File: config.mk
export PLATFORM = sky130hd
export DESIGN_NAME = i2cto_target
export DESIGN_NICKNAME = d
export VERILOG_FILES = /design/src/logic/i2cto_pkg.sv /design/src/logic/i2cto_buf_if.sv /design/src/logic/i2cto_buf.sv /design/src/logic/i2cto_target.sv
export SDC_FILE = /design/constraint.sdc
export NUM_CORES = 1
export LEC_CHECK = 0
export ABC_AREA = 0
export BUFFER_PORTS_ARGS = -buffer_cell sky130_fd_sc_hd__buf_2
export CAP_MARGIN = 0
export CELL_PAD_IN_SITES_DETAIL_PLACEMENT = 1
export CELL_PAD_IN_SITES_GLOBAL_PLACEMENT = 1
export CORE_AREA = 2 2 108 136
export DETAILED_ROUTE_END_ITERATION = 8
export DIE_AREA = 0 0 110 138
export GPL_TIMING_DRIVEN = 0
export HOLD_SLACK_MARGIN = 0.05
export PLACE_DENSITY = 0.8
export SETUP_SLACK_MARGIN = 0.1
export SYNTH_ARGS = -nofsm -noshare
export SYNTH_HDL_FRONTEND = slang
export SYNTH_SLANG_ARGS = --single-unit
File: constraint.sdc
create_clock -name I_CLK -period 3.2 [get_ports I_CLK]
set_input_delay 0.64 -clock I_CLK [delete_from_list [all_inputs] [get_ports I_CLK]]
set_output_delay 0.64 -clock I_CLK [all_outputs]
set_load 0.005 [all_outputs]
File: src/logic/i2cto_pkg.sv
// constants and state codes of the two-wire target with bus timeout
// assumes a 10 MHz core clock and a bus controller that owns the serial clock
//
// Contract
// - answer at A2h/A3h, up to 400 kHz
// - one bit per clock, data stable high
// - idle bus has both lines released high
// - start is data falling while clock high
// - stop is data rising while clock high
// - repeated start acts as stop plus start
// - open 950 ms or more clears interface
// - after timeout no ack, reads give FFh
// - pointer survives stop and timeout
// - eight-bit bytes plus receiver's ninth ack
// - no byte limit within one transaction
// - first byte after start is address
// - clock input only, data driven both ways
// - acknowledge every byte received as receiver; code nacks a data byte while the write buffer is full
// - ack holds data low through clock high
// - on controller nack, release data line
// - ack only target address 1010001b
// - first write byte sets pointer, then increments
// - bare read continues from pointer, incrementing
// - backup power releases and resets interface
package i2cto_pkg;

  // ----------------------------------------
  // bus identity and data widths
  // ----------------------------------------
  localparam logic [6:0]  TARGET_ADDR  = 7'h51;
  localparam int          SCL_MAX_KHZ  = 400;
  localparam logic [7:0]  IDLE_BYTE    = 8'hFF;
  localparam int          BYTE_W       = 8;
  localparam int          ENTRY_W      = 16;

  // ----------------------------------------
  // timing
  // ----------------------------------------
  localparam int          CLK_HZ       = 10_000_000;
  localparam int          TOUT_MS      = 950;
  localparam int          TOUT_CYCLES  = TOUT_MS * (CLK_HZ / 1000);
  localparam int          TMO_W        = 24;

  // ----------------------------------------
  // reset values
  // ----------------------------------------
  localparam logic [7:0]  PTR_RST      = 8'h00;
  localparam logic [2:0]  BIT_RST      = 3'h0;

  // ----------------------------------------
  // protocol states
  // ----------------------------------------
  typedef enum logic [7:0] {
    ST_IDLE   = 8'h01,
    ST_ADDR   = 8'h02,
    ST_RX     = 8'h04,
    ST_ACKW   = 8'h08,
    ST_ACK    = 8'h10,
    ST_TX     = 8'h20,
    ST_MACK   = 8'h40,
    ST_IGNORE = 8'h80
  } i2cto_state_t;

endpackage : i2cto_pkg

File: src/logic/i2cto_buf_if.sv
// write-stream carrier between the protocol engine and its two-entry buffer
// assumes both ends run on the same core clock
`timescale 1ns/1ps
interface i2cto_buf_if;
  logic                              in_valid;
  logic                              in_ready;
  logic [i2cto_pkg::ENTRY_W-1:0]     in_data;
  logic                              out_valid;
  logic                              out_ready;
  logic [i2cto_pkg::ENTRY_W-1:0]     out_data;

  modport prod (output in_valid, output in_data, input in_ready,
                input out_valid, input out_data, output out_ready);
  modport fifo (input in_valid, input in_data, output in_ready,
                output out_valid, output out_data, input out_ready);
endinterface : i2cto_buf_if

File: src/logic/i2cto_buf.sv
// two-entry buffer on the register write stream
// assumes synchronous active-high reset and a freezing clock enable
`timescale 1ns/1ps
module i2cto_buf
(
  input  wire logic   i_clk,
  input  wire logic   i_srst,
  input  wire logic   i_ce,
  i2cto_buf_if.fifo   bif
);

  typedef struct packed {
    logic                          v0;
    logic                          v1;
    logic [i2cto_pkg::ENTRY_W-1:0] d0;
    logic [i2cto_pkg::ENTRY_W-1:0] d1;
  } i2cto_buf_st_t;

  i2cto_buf_st_t s_r;
  i2cto_buf_st_t s_nxt;

  // ----------------------------------------
  // next state
  // ----------------------------------------
  always_comb
  begin
    s_nxt = s_r;
    if (s_r.v0 && bif.out_ready)
    begin
      s_nxt.d0 = s_r.d1;
      s_nxt.v0 = s_r.v1;
      s_nxt.v1 = 1'b0;
    end
    // full means in_ready low, so a push never overwrites
    if (bif.in_valid && !s_r.v1)
    begin
      if (!s_nxt.v0)
      begin
        s_nxt.d0 = bif.in_data;
        s_nxt.v0 = 1'b1;
      end
      else
      begin
        s_nxt.d1 = bif.in_data;
        s_nxt.v1 = 1'b1;
      end
    end
  end

  always_ff @(posedge i_clk)
  begin
    if (i_srst)
      s_r <= '0;
    else if (i_ce)
      s_r <= s_nxt;
  end

  assign bif.in_ready  = ~s_r.v1;
  assign bif.out_valid = s_r.v0;
  assign bif.out_data  = s_r.d0;

endmodule : i2cto_buf

File: src/logic/i2cto_target.sv
// two-wire bus target with transaction timeout, register pointer and write stream
// assumes the serial lines and backup flag are asynchronous, read data from core logic
`timescale 1ns/1ps
module i2cto_target
#(
  parameter int unsigned TIMEOUT_CYCLES = i2cto_pkg::TOUT_CYCLES
)
(
  input  wire logic        I_CLK,
  input  wire logic        I_SRST,
  input  wire logic        I_CE,
  input  wire logic        I_SCL,
  input  wire logic        I_SDA,
  output logic             O_SDA,
  output logic             O_SDA_OE,
  input  wire logic        I_BACKUP_POWER_STATE,
  output logic             O_WR_VALID,
  output logic [7:0]       O_WR_ADDR,
  output logic [7:0]       O_WR_DATA,
  input  wire logic        I_WR_READY,
  output logic             O_RD_REQ,
  output logic [7:0]       O_RD_ADDR,
  input  wire logic        I_RD_VALID,
  input  wire logic [7:0]  I_RD_DATA
);

  // ----------------------------------------
  // state record
  // ----------------------------------------
  typedef struct packed {
    logic                            scl_m;
    logic                            scl_s;
    logic                            scl_p;
    logic                            sda_m;
    logic                            sda_s;
    logic                            sda_p;
    logic                            bk_m;
    logic                            bk_s;
    i2cto_pkg::i2cto_state_t         st;
    logic [2:0]                      bit_cnt;
    logic [7:0]                      sh;
    logic                            rd_dir;
    logic                            first;
    logic                            ack_go;
    logic [7:0]                      ptr;
    logic [7:0]                      rd_data;
    logic                            rd_have;
    logic [i2cto_pkg::TMO_W-1:0]     tmo;
    logic                            sda_oe;
    logic                            sda_o;
    logic                            rd_req;
    logic [7:0]                      rd_addr;
  } i2cto_state_rec_t;

  localparam i2cto_state_rec_t RST_REC = '{
    scl_m:   1'b1,
    scl_s:   1'b1,
    scl_p:   1'b1,
    sda_m:   1'b1,
    sda_s:   1'b1,
    sda_p:   1'b1,
    bk_m:    1'b0,
    bk_s:    1'b0,
    st:      i2cto_pkg::ST_IDLE,
    bit_cnt: i2cto_pkg::BIT_RST,
    sh:      8'h00,
    rd_dir:  1'b0,
    first:   1'b0,
    ack_go:  1'b0,
    ptr:     i2cto_pkg::PTR_RST,
    rd_data: i2cto_pkg::IDLE_BYTE,
    rd_have: 1'b0,
    tmo:     '0,
    sda_oe:  1'b0,
    sda_o:   1'b0,
    rd_req:  1'b0,
    rd_addr: i2cto_pkg::PTR_RST
  };

  localparam logic [i2cto_pkg::TMO_W-1:0] TMO_LAST =
    i2cto_pkg::TMO_W'(TIMEOUT_CYCLES - 1);

  i2cto_state_rec_t s_r;
  i2cto_state_rec_t s_nxt;

  i2cto_buf_if bif ();

  // ----------------------------------------
  // helpers
  // ----------------------------------------
  function automatic logic addr_hit(input logic [7:0] b);
    addr_hit = (b[7:1] == i2cto_pkg::TARGET_ADDR);
  endfunction : addr_hit

  // loads the next transmit byte; a missing answer shifts out the idle byte
  function automatic i2cto_state_rec_t load_tx(input i2cto_state_rec_t c);
    i2cto_state_rec_t r;
    logic [7:0]       b;
    r = c;
    b = c.rd_have ? c.rd_data : i2cto_pkg::IDLE_BYTE;
    r.sda_oe  = ~b[7];
    r.sh      = {b[6:0], 1'b0};
    r.bit_cnt = i2cto_pkg::BIT_RST;
    r.st      = i2cto_pkg::ST_TX;
    r.ptr     = c.ptr + 8'h01;
    r.rd_req  = 1'b1;
    r.rd_addr = c.ptr + 8'h01;
    r.rd_have = 1'b0;
    load_tx = r;
  endfunction : load_tx

  // ----------------------------------------
  // line events
  // ----------------------------------------
  logic       scl_rise;
  logic       scl_fall;
  logic       start_det;
  logic       stop_det;
  logic [7:0] byte_in;
  logic       push;

  always_comb
  begin
    scl_rise  = s_r.scl_s & ~s_r.scl_p;
    scl_fall  = ~s_r.scl_s & s_r.scl_p;
    start_det = s_r.scl_s & s_r.scl_p & s_r.sda_p & ~s_r.sda_s;
    stop_det  = s_r.scl_s & s_r.scl_p & ~s_r.sda_p & s_r.sda_s;
    byte_in   = {s_r.sh[6:0], s_r.sda_s};
  end

  // ----------------------------------------
  // next state
  // ----------------------------------------
  always_comb
  begin
    s_nxt        = s_r;
    push         = 1'b0;
    s_nxt.rd_req = 1'b0;
    s_nxt.sda_o  = 1'b0;

    // first stage feeds only the second
    s_nxt.scl_m = I_SCL;
    s_nxt.scl_s = s_r.scl_m;
    s_nxt.scl_p = s_r.scl_s;
    s_nxt.sda_m = I_SDA;
    s_nxt.sda_s = s_r.sda_m;
    s_nxt.sda_p = s_r.sda_s;
    s_nxt.bk_m  = I_BACKUP_POWER_STATE;
    s_nxt.bk_s  = s_r.bk_m;

    if (I_RD_VALID)
    begin
      s_nxt.rd_data = I_RD_DATA;
      s_nxt.rd_have = 1'b1;
    end

    if (s_r.bk_s)
    begin
      // held in reset while on backup supply; pointer kept
      s_nxt.st      = i2cto_pkg::ST_IDLE;
      s_nxt.sda_oe  = 1'b0;
      s_nxt.tmo     = '0;
      s_nxt.bit_cnt = i2cto_pkg::BIT_RST;
    end
    else if (start_det)
    begin
      // a repeated start simply restarts the address phase
      s_nxt.st      = i2cto_pkg::ST_ADDR;
      s_nxt.bit_cnt = i2cto_pkg::BIT_RST;
      s_nxt.sda_oe  = 1'b0;
      s_nxt.tmo     = '0;
      s_nxt.first   = 1'b1;
    end
    else if (stop_det)
    begin
      s_nxt.st     = i2cto_pkg::ST_IDLE;
      s_nxt.sda_oe = 1'b0;
      s_nxt.tmo    = '0;
    end
    else if (s_r.st != i2cto_pkg::ST_IDLE && s_r.st != i2cto_pkg::ST_IGNORE
             && s_r.tmo == TMO_LAST)
    begin
      // released line means no ack on writes and FFh on reads
      s_nxt.st     = i2cto_pkg::ST_IGNORE;
      s_nxt.sda_oe = 1'b0;
      s_nxt.tmo    = '0;
    end
    else
    begin
      if (s_r.st != i2cto_pkg::ST_IDLE && s_r.st != i2cto_pkg::ST_IGNORE)
        s_nxt.tmo = s_r.tmo + i2cto_pkg::TMO_W'(1);

      unique case (s_r.st)
        i2cto_pkg::ST_IDLE:
        begin
          s_nxt.sda_oe = 1'b0;
        end

        i2cto_pkg::ST_ADDR:
        begin
          if (scl_rise)
          begin
            s_nxt.sh      = byte_in;
            s_nxt.bit_cnt = s_r.bit_cnt + 3'h1;
            if (s_r.bit_cnt == 3'h7)
            begin
              s_nxt.st     = i2cto_pkg::ST_ACKW;
              s_nxt.ack_go = addr_hit(byte_in);
              s_nxt.rd_dir = byte_in[0];
              if (addr_hit(byte_in) && byte_in[0])
              begin
                s_nxt.rd_req  = 1'b1;
                s_nxt.rd_addr = s_r.ptr;
                s_nxt.rd_have = 1'b0;
              end
            end
          end
        end

        i2cto_pkg::ST_RX:
        begin
          if (scl_rise)
          begin
            s_nxt.sh      = byte_in;
            s_nxt.bit_cnt = s_r.bit_cnt + 3'h1;
            if (s_r.bit_cnt == 3'h7)
            begin
              s_nxt.st = i2cto_pkg::ST_ACKW;
              if (s_r.first)
              begin
                s_nxt.ptr    = byte_in;
                s_nxt.first  = 1'b0;
                s_nxt.ack_go = 1'b1;
              end
              else if (bif.in_ready)
              begin
                push         = 1'b1;
                s_nxt.ptr    = s_r.ptr + 8'h01;
                s_nxt.ack_go = 1'b1;
              end
              else
              begin
                // a full buffer refuses the byte rather than lose it
                s_nxt.ack_go = 1'b0;
              end
            end
          end
        end

        i2cto_pkg::ST_ACKW:
        begin
          if (scl_fall)
          begin
            s_nxt.sda_oe = s_r.ack_go;
            s_nxt.st     = s_r.ack_go ? i2cto_pkg::ST_ACK : i2cto_pkg::ST_IGNORE;
          end
        end

        i2cto_pkg::ST_ACK:
        begin
          if (scl_fall)
          begin
            s_nxt.sda_oe  = 1'b0;
            s_nxt.bit_cnt = i2cto_pkg::BIT_RST;
            s_nxt.st      = i2cto_pkg::ST_RX;
            if (s_r.rd_dir)
              s_nxt = load_tx(s_nxt);
          end
        end

        i2cto_pkg::ST_TX:
        begin
          if (scl_rise)
          begin
            s_nxt.bit_cnt = s_r.bit_cnt + 3'h1;
            if (s_r.bit_cnt == 3'h7)
              s_nxt.st = i2cto_pkg::ST_MACK;
          end
          else if (scl_fall)
          begin
            // data changes only while the clock is low
            s_nxt.sda_oe = ~s_r.sh[7];
            s_nxt.sh     = {s_r.sh[6:0], 1'b0};
          end
        end

        i2cto_pkg::ST_MACK:
        begin
          if (scl_fall)
            s_nxt.sda_oe = 1'b0;
          else if (scl_rise)
            s_nxt.st = s_r.sda_s ? i2cto_pkg::ST_IGNORE : i2cto_pkg::ST_ACK;
        end

        i2cto_pkg::ST_IGNORE:
        begin
          s_nxt.sda_oe = 1'b0;
        end
      endcase
    end
  end

  always_ff @(posedge I_CLK)
  begin
    if (I_SRST)
      s_r <= RST_REC;
    else if (I_CE)
      s_r <= s_nxt;
  end

  // ----------------------------------------
  // write stream buffer
  // ----------------------------------------
  // a push is gated with i_ce too; the buffer itself also holds while i_ce is low
  assign bif.in_valid  = push & I_CE;
  assign bif.in_data   = {s_r.ptr, byte_in};
  assign bif.out_ready = I_WR_READY;

  i2cto_buf u_buf
  (
    .i_clk  (I_CLK),
    .i_srst (I_SRST),
    .i_ce   (I_CE),
    .bif    (bif.fifo)
  );

  // ----------------------------------------
  // outputs
  // ----------------------------------------
  assign O_SDA      = s_r.sda_o;
  assign O_SDA_OE   = s_r.sda_oe;
  assign O_RD_REQ   = s_r.rd_req;
  assign O_RD_ADDR  = s_r.rd_addr;
  assign O_WR_VALID = bif.out_valid;
  assign O_WR_ADDR  = bif.out_data[15:8];
  assign O_WR_DATA  = bif.out_data[7:0];

endmodule : i2cto_target

==> qor.json <==
{
  "setup_path": {
    "slowest_stage_cell_crit_path": "sky130_fd_sc_hd__o2111ai_2",
    "worstPathCellList": "clkbuf_1, buf_2, nor2b_1, nand3_1, o32ai_1, o2111ai_2, mux2i_1, nor2_1",
    "critPathBufInv": 2,
    "cp_slowest_stage_delay_ps": 450,
    "crit_path_category": "register to register",
    "reg2reg_setup_slack_ps": 300,
    "cp-end-kind": "register",
    "reg2reg_from": "s_r[70]$_SDFFE_PP0P_",
    "worstPathMaxFanout": 10,
    "path_delay_family": "simple AND/OR/NAND/NOR gates",
    "timing.critical_path.from_type": "register",
    "r2r-end": "bif.in_data[10]$_SDFFE_PP0P_",
    "worst-r2r-cell-count": 8,
    "required_time_at_the_worst_slack_endpoint_ps": 3480,
    "worst_ep_arrival_time_ps": 3180
  },
  "clock_network": {
    "clock_tree.buffer_depth": 2,
    "cts_clock_pin_slew_for_the_worst_setup_and_hold_paths_ps": 60,
    "ctsHoldBuffers": 0,
    "worst_skew_pair.late_latency_ps": 420,
    "cts.root.buffer_cell": "sky130_fd_sc_hd__clkbuf_16",
    "cts_num_sinks": 115,
    "tritoncts": "done",
    "clock_h_tree_levels": 4,
    "total_clock_buffers_created_by_cts": 17
  },
  "placed_design": {
    "dpl.hpwl_um": 14300,
    "gpl.final_weighted_congestion": 0.891,
    "dp_slack_ps": 197,
    "buffer_ports.inserted": 41
  },
  "finish": {
    "n_fill_cell": 1737,
    "layout-drive-gt1-share_pct": 15.0,
    "area_growth_syn_to_layout_pct": 16.5,
    "sequential_cell_area_sq_um": 2300,
    "multi_input_comb_area_sq_um": 3300,
    "final_nets": 860,
    "n_antenna_cell": 0
  },
  "die": {
    "placementRows": 49,
    "num_io_pins": 44,
    "design.core.area_sq_um": 14000,
    "die_h_um": 138,
    "design.die.area_sq_um": 15200,
    "initial_utilization_pct": 43.7,
    "die_width_um": 110
  },
  "yosys": {
    "yosysTopAreaCell": "sky130_fd_sc_hd__dfxtp_1",
    "avgSynthCellArea_sq_um": 7.90,
    "yosys_warnings": 0,
    "ys_top_cells_by_count": "sky130_fd_sc_hd__dfxtp_1, sky130_fd_sc_hd__nand2_1, sky130_fd_sc_hd__nor2_1",
    "synth_fp_nets": 796,
    "synth.mux.area_fraction_pct": 4.28,
    "synth_top_family_by_area": "simple AND/OR/NAND/NOR gates",
    "synth_compound_gate_area_share_pct": 19.6,
    "synth.top_cells.by_area": "sky130_fd_sc_hd__dfxtp_1, sky130_fd_sc_hd__o21ai_0, sky130_fd_sc_hd__nand2_1, sky130_fd_sc_hd__nor2_1, sky130_fd_sc_hd__mux2i_1",
    "async_reset_ff_share_pct": 0,
    "syn-cell-area_sq_um": 6130,
    "synth.top_cell.area_share_pct": 37.5,
    "synth_most_common_cell": "sky130_fd_sc_hd__dfxtp_1",
    "share_of_synthesized_area_occupied_by_flip_flops_and_latches_pct": 37.5,
    "synthAdderAreaFrac_pct": 0.816,
    "synth_simple_gate_area_share_pct": 24.0,
    "number_of_enable_type_register_cells_in_the_synthesized_netlist": 0,
    "synth-main-ff-cell": "sky130_fd_sc_hd__dfxtp_1",
    "netlist_cell_types": 70,
    "synth_xor_xnor_area_share_pct": 5.00,
    "synth-seq-cells": 115,
    "syn-instance-count": 776
  },
  "detailed_routing": {
    "drt-pass1-iter-count": 4,
    "antenna_violating_nets_post_route": 0,
    "totalWireLength_um": 19900,
    "avgViaCountPerCell": 5.86,
    "vias": 6045,
    "wire_per_inst_um": 19.3,
    "drc_errors": 0,
    "drt-initial-drc-count": 292
  },
  "timing": {
    "postLayoutSetupSlackWorst_ps": 303,
    "post-route-period-util_pct": 90.5,
    "relSlewSlack_pct": 17.3,
    "fmax_ghz": 0.345,
    "clock-skew-final_ps": 8.52,
    "holdWs_ps": 439,
    "finalSetupViolCount": 0,
    "fin_crit_ps": 2900,
    "worst-slew-pin-transition_ps": 1230,
    "slew_violations": 0,
    "setup_tns_ps": 0,
    "grt_setup_unrepaired": "no",
    "final-hold-violation-count": 0
  },
  "grt": {
    "grt_util_all_layers_pct": 27.5,
    "first_global_vias": 6331,
    "grt_start_max_net_pins": 17,
    "number_of_antenna_violations_at_the_first_check_in_global_routing": 0,
    "first_pass_grt_wire_length_um": 32500,
    "overflow": 0
  },
  "hold_path": {
    "min-delay-path-class": "primary input to register",
    "min-delay-start": "I_SDA",
    "min_delay_path_depth": 3,
    "min_delay_worst_endpoint": "s_r[78]$_SDFFE_PP1P_"
  },
  "power": {
    "pwr-share-comb_pct": 5.2,
    "total_switching_power_mw": 0.819,
    "intPower_mw": 2.60,
    "power_switching_share_pct": 24.0,
    "p_seq_share_pct": 42.7,
    "power.density_cell_area_nw_per_um2": 478,
    "p_clk_share_pct": 52.1,
    "vdd_ir_drop_max_mv": 0.298,
    "p_leak_nw": 2.76
  },
  "run_status": {
    "status": "completed"
  },
  "flow_run": {
    "cap_violations": 0
  }
}
logic make-up after synthesis:
| logic type | after synthesis |
|---|---|
| buf+inv | 112 |
| simple gates | 297 |
| fa+ha+maj | 4 |
| flops | 115 |
| compound gates | 186 |
| xor+xnor | 35 |
| mux | 26 |
| other cells | 1 |
final cells by class:
cell class                      count  area share [%]
Inverter                           33            1.73
Clock buffer                       21            6.45
Clock inverter                     11            1.21
Buffer                             79            5.73
Timing Repair Buffer               45            3.29
Tap cell                          178            3.12
Sequential cell                   115            32.2
Multi-Input combinational cell    549            46.2
tightest hold or removal path, delay by kind of cell:
| kind | cells | cell delay, ps |
|---|---|---|
| buffers and inverters | 1 | 80 |
| AND/OR/NAND/NOR | 1 | 60 |
| multiplexers | 1 | 50 |
state kept, by name (all words and copies together), names as in the netlist:
signal and count:
u_buf.bif.out_valid 1, O_RD_ADDR 8, O_RD_REQ 1, u_buf.bif.out_data 16, O_SDA_OE 1, s_r 55
u_buf.s_r 17, bif.in_data 16
timing repair:
action	4_1_cts	5_1_grt
resized for setup	0	1
endpoints found under the setup margin	0	14
buffers inserted	0	4
how the worst max path moves through the flow:
stage	slack, ps	cells past startpoint	from	end
floorplan	810	6	s_r[73]$_SDFFE_PP0P_	s_r[67]$_SDFFE_PP0P_
global placement	230	7	I_CE	s_r[25]$_SDFFE_PP0P_
detailed placement	200	7	I_CE	s_r[67]$_SDFFE_PP0P_
CTS	250	7	s_r[73]$_SDFFE_PP0P_	u_buf.bif.out_data[14]$_SDFFE_PP0P_
global route	110	8	s_r[70]$_SDFFE_PP0P_	bif.in_data[5]$_SDFFE_PP0P_
finish	300	8	s_r[70]$_SDFFE_PP0P_	bif.in_data[10]$_SDFFE_PP0P_
metrics by stage:
step	power, mW	utilization [%]	cell area [sq um]	cells
detailed placement	1.66	46.7	6560	995
floorplan	1.60	-	6130	776
finish	3.42	50.9	7140	1031
CTS	3.43	50.6	7110	1027
global placement	1.65	46.7	6560	995
global route	3.52	50.9	7140	1031
per-layer routing:
layer | vias to the layer above | track usage [%] | routed length (um)
met2 | 148 | 46.9 | 10300
li1 | 2850 | - | -
met5 | - | 0 | 0
met3 | 57 | 5.85 | 630
met1 | 2990 | 31.8 | 8160
met4 | 0 | 13.7 | 785
layout by cell type (no fill, tap or decap), types with 4 or more instances in the layout:
cell type / count
sky130_fd_sc_hd__nand4b_1: 6
sky130_fd_sc_hd__clkbuf_16: 17
sky130_fd_sc_hd__buf_2: 48
sky130_fd_sc_hd__xor2_1: 21
sky130_fd_sc_hd__nand2b_1: 5
sky130_fd_sc_hd__nor4_1: 5
sky130_fd_sc_hd__o21ai_1: 4
sky130_fd_sc_hd__nor3_1: 15
sky130_fd_sc_hd__and3_1: 6
sky130_fd_sc_hd__a21oi_1: 40
sky130_fd_sc_hd__a211oi_1: 8
sky130_fd_sc_hd__nand2_1: 86
sky130_fd_sc_hd__nor2b_1: 9
sky130_fd_sc_hd__buf_4: 31
sky130_fd_sc_hd__xnor2_1: 14
sky130_fd_sc_hd__a31oi_1: 7
sky130_fd_sc_hd__nand4_1: 12
sky130_fd_sc_hd__dfxtp_1: 115
sky130_fd_sc_hd__clkinv_2: 8
sky130_fd_sc_hd__nor2_1: 78
sky130_fd_sc_hd__and4_1: 8
sky130_fd_sc_hd__nand3b_1: 4
sky130_fd_sc_hd__a32o_1: 7
sky130_fd_sc_hd__o22ai_1: 17
sky130_fd_sc_hd__clkbuf_1: 42
sky130_fd_sc_hd__a31o_2: 4
sky130_fd_sc_hd__o21ai_0: 69
sky130_fd_sc_hd__mux2i_1: 24
sky130_fd_sc_hd__inv_1: 32
sky130_fd_sc_hd__nand3_1: 40
sky130_fd_sc_hd__ha_1: 4
power by group through the flow:
| stage | combinational [mW] | sequential [mW] | clock, mW |
|---|---|---|---|
| finish | 0.179 | 1.46 | 1.78 |
| global route | 0.195 | 1.46 | 1.87 |
| CTS | 0.176 | 1.46 | 1.80 |
| detailed placement | 0.174 | 1.49 | 0 |
| global placement | 0.168 | 1.49 | 0 |
| floorplan | 0.114 | 1.48 | 0 |
No activity file was read; power rests on OpenSTA's default activity.
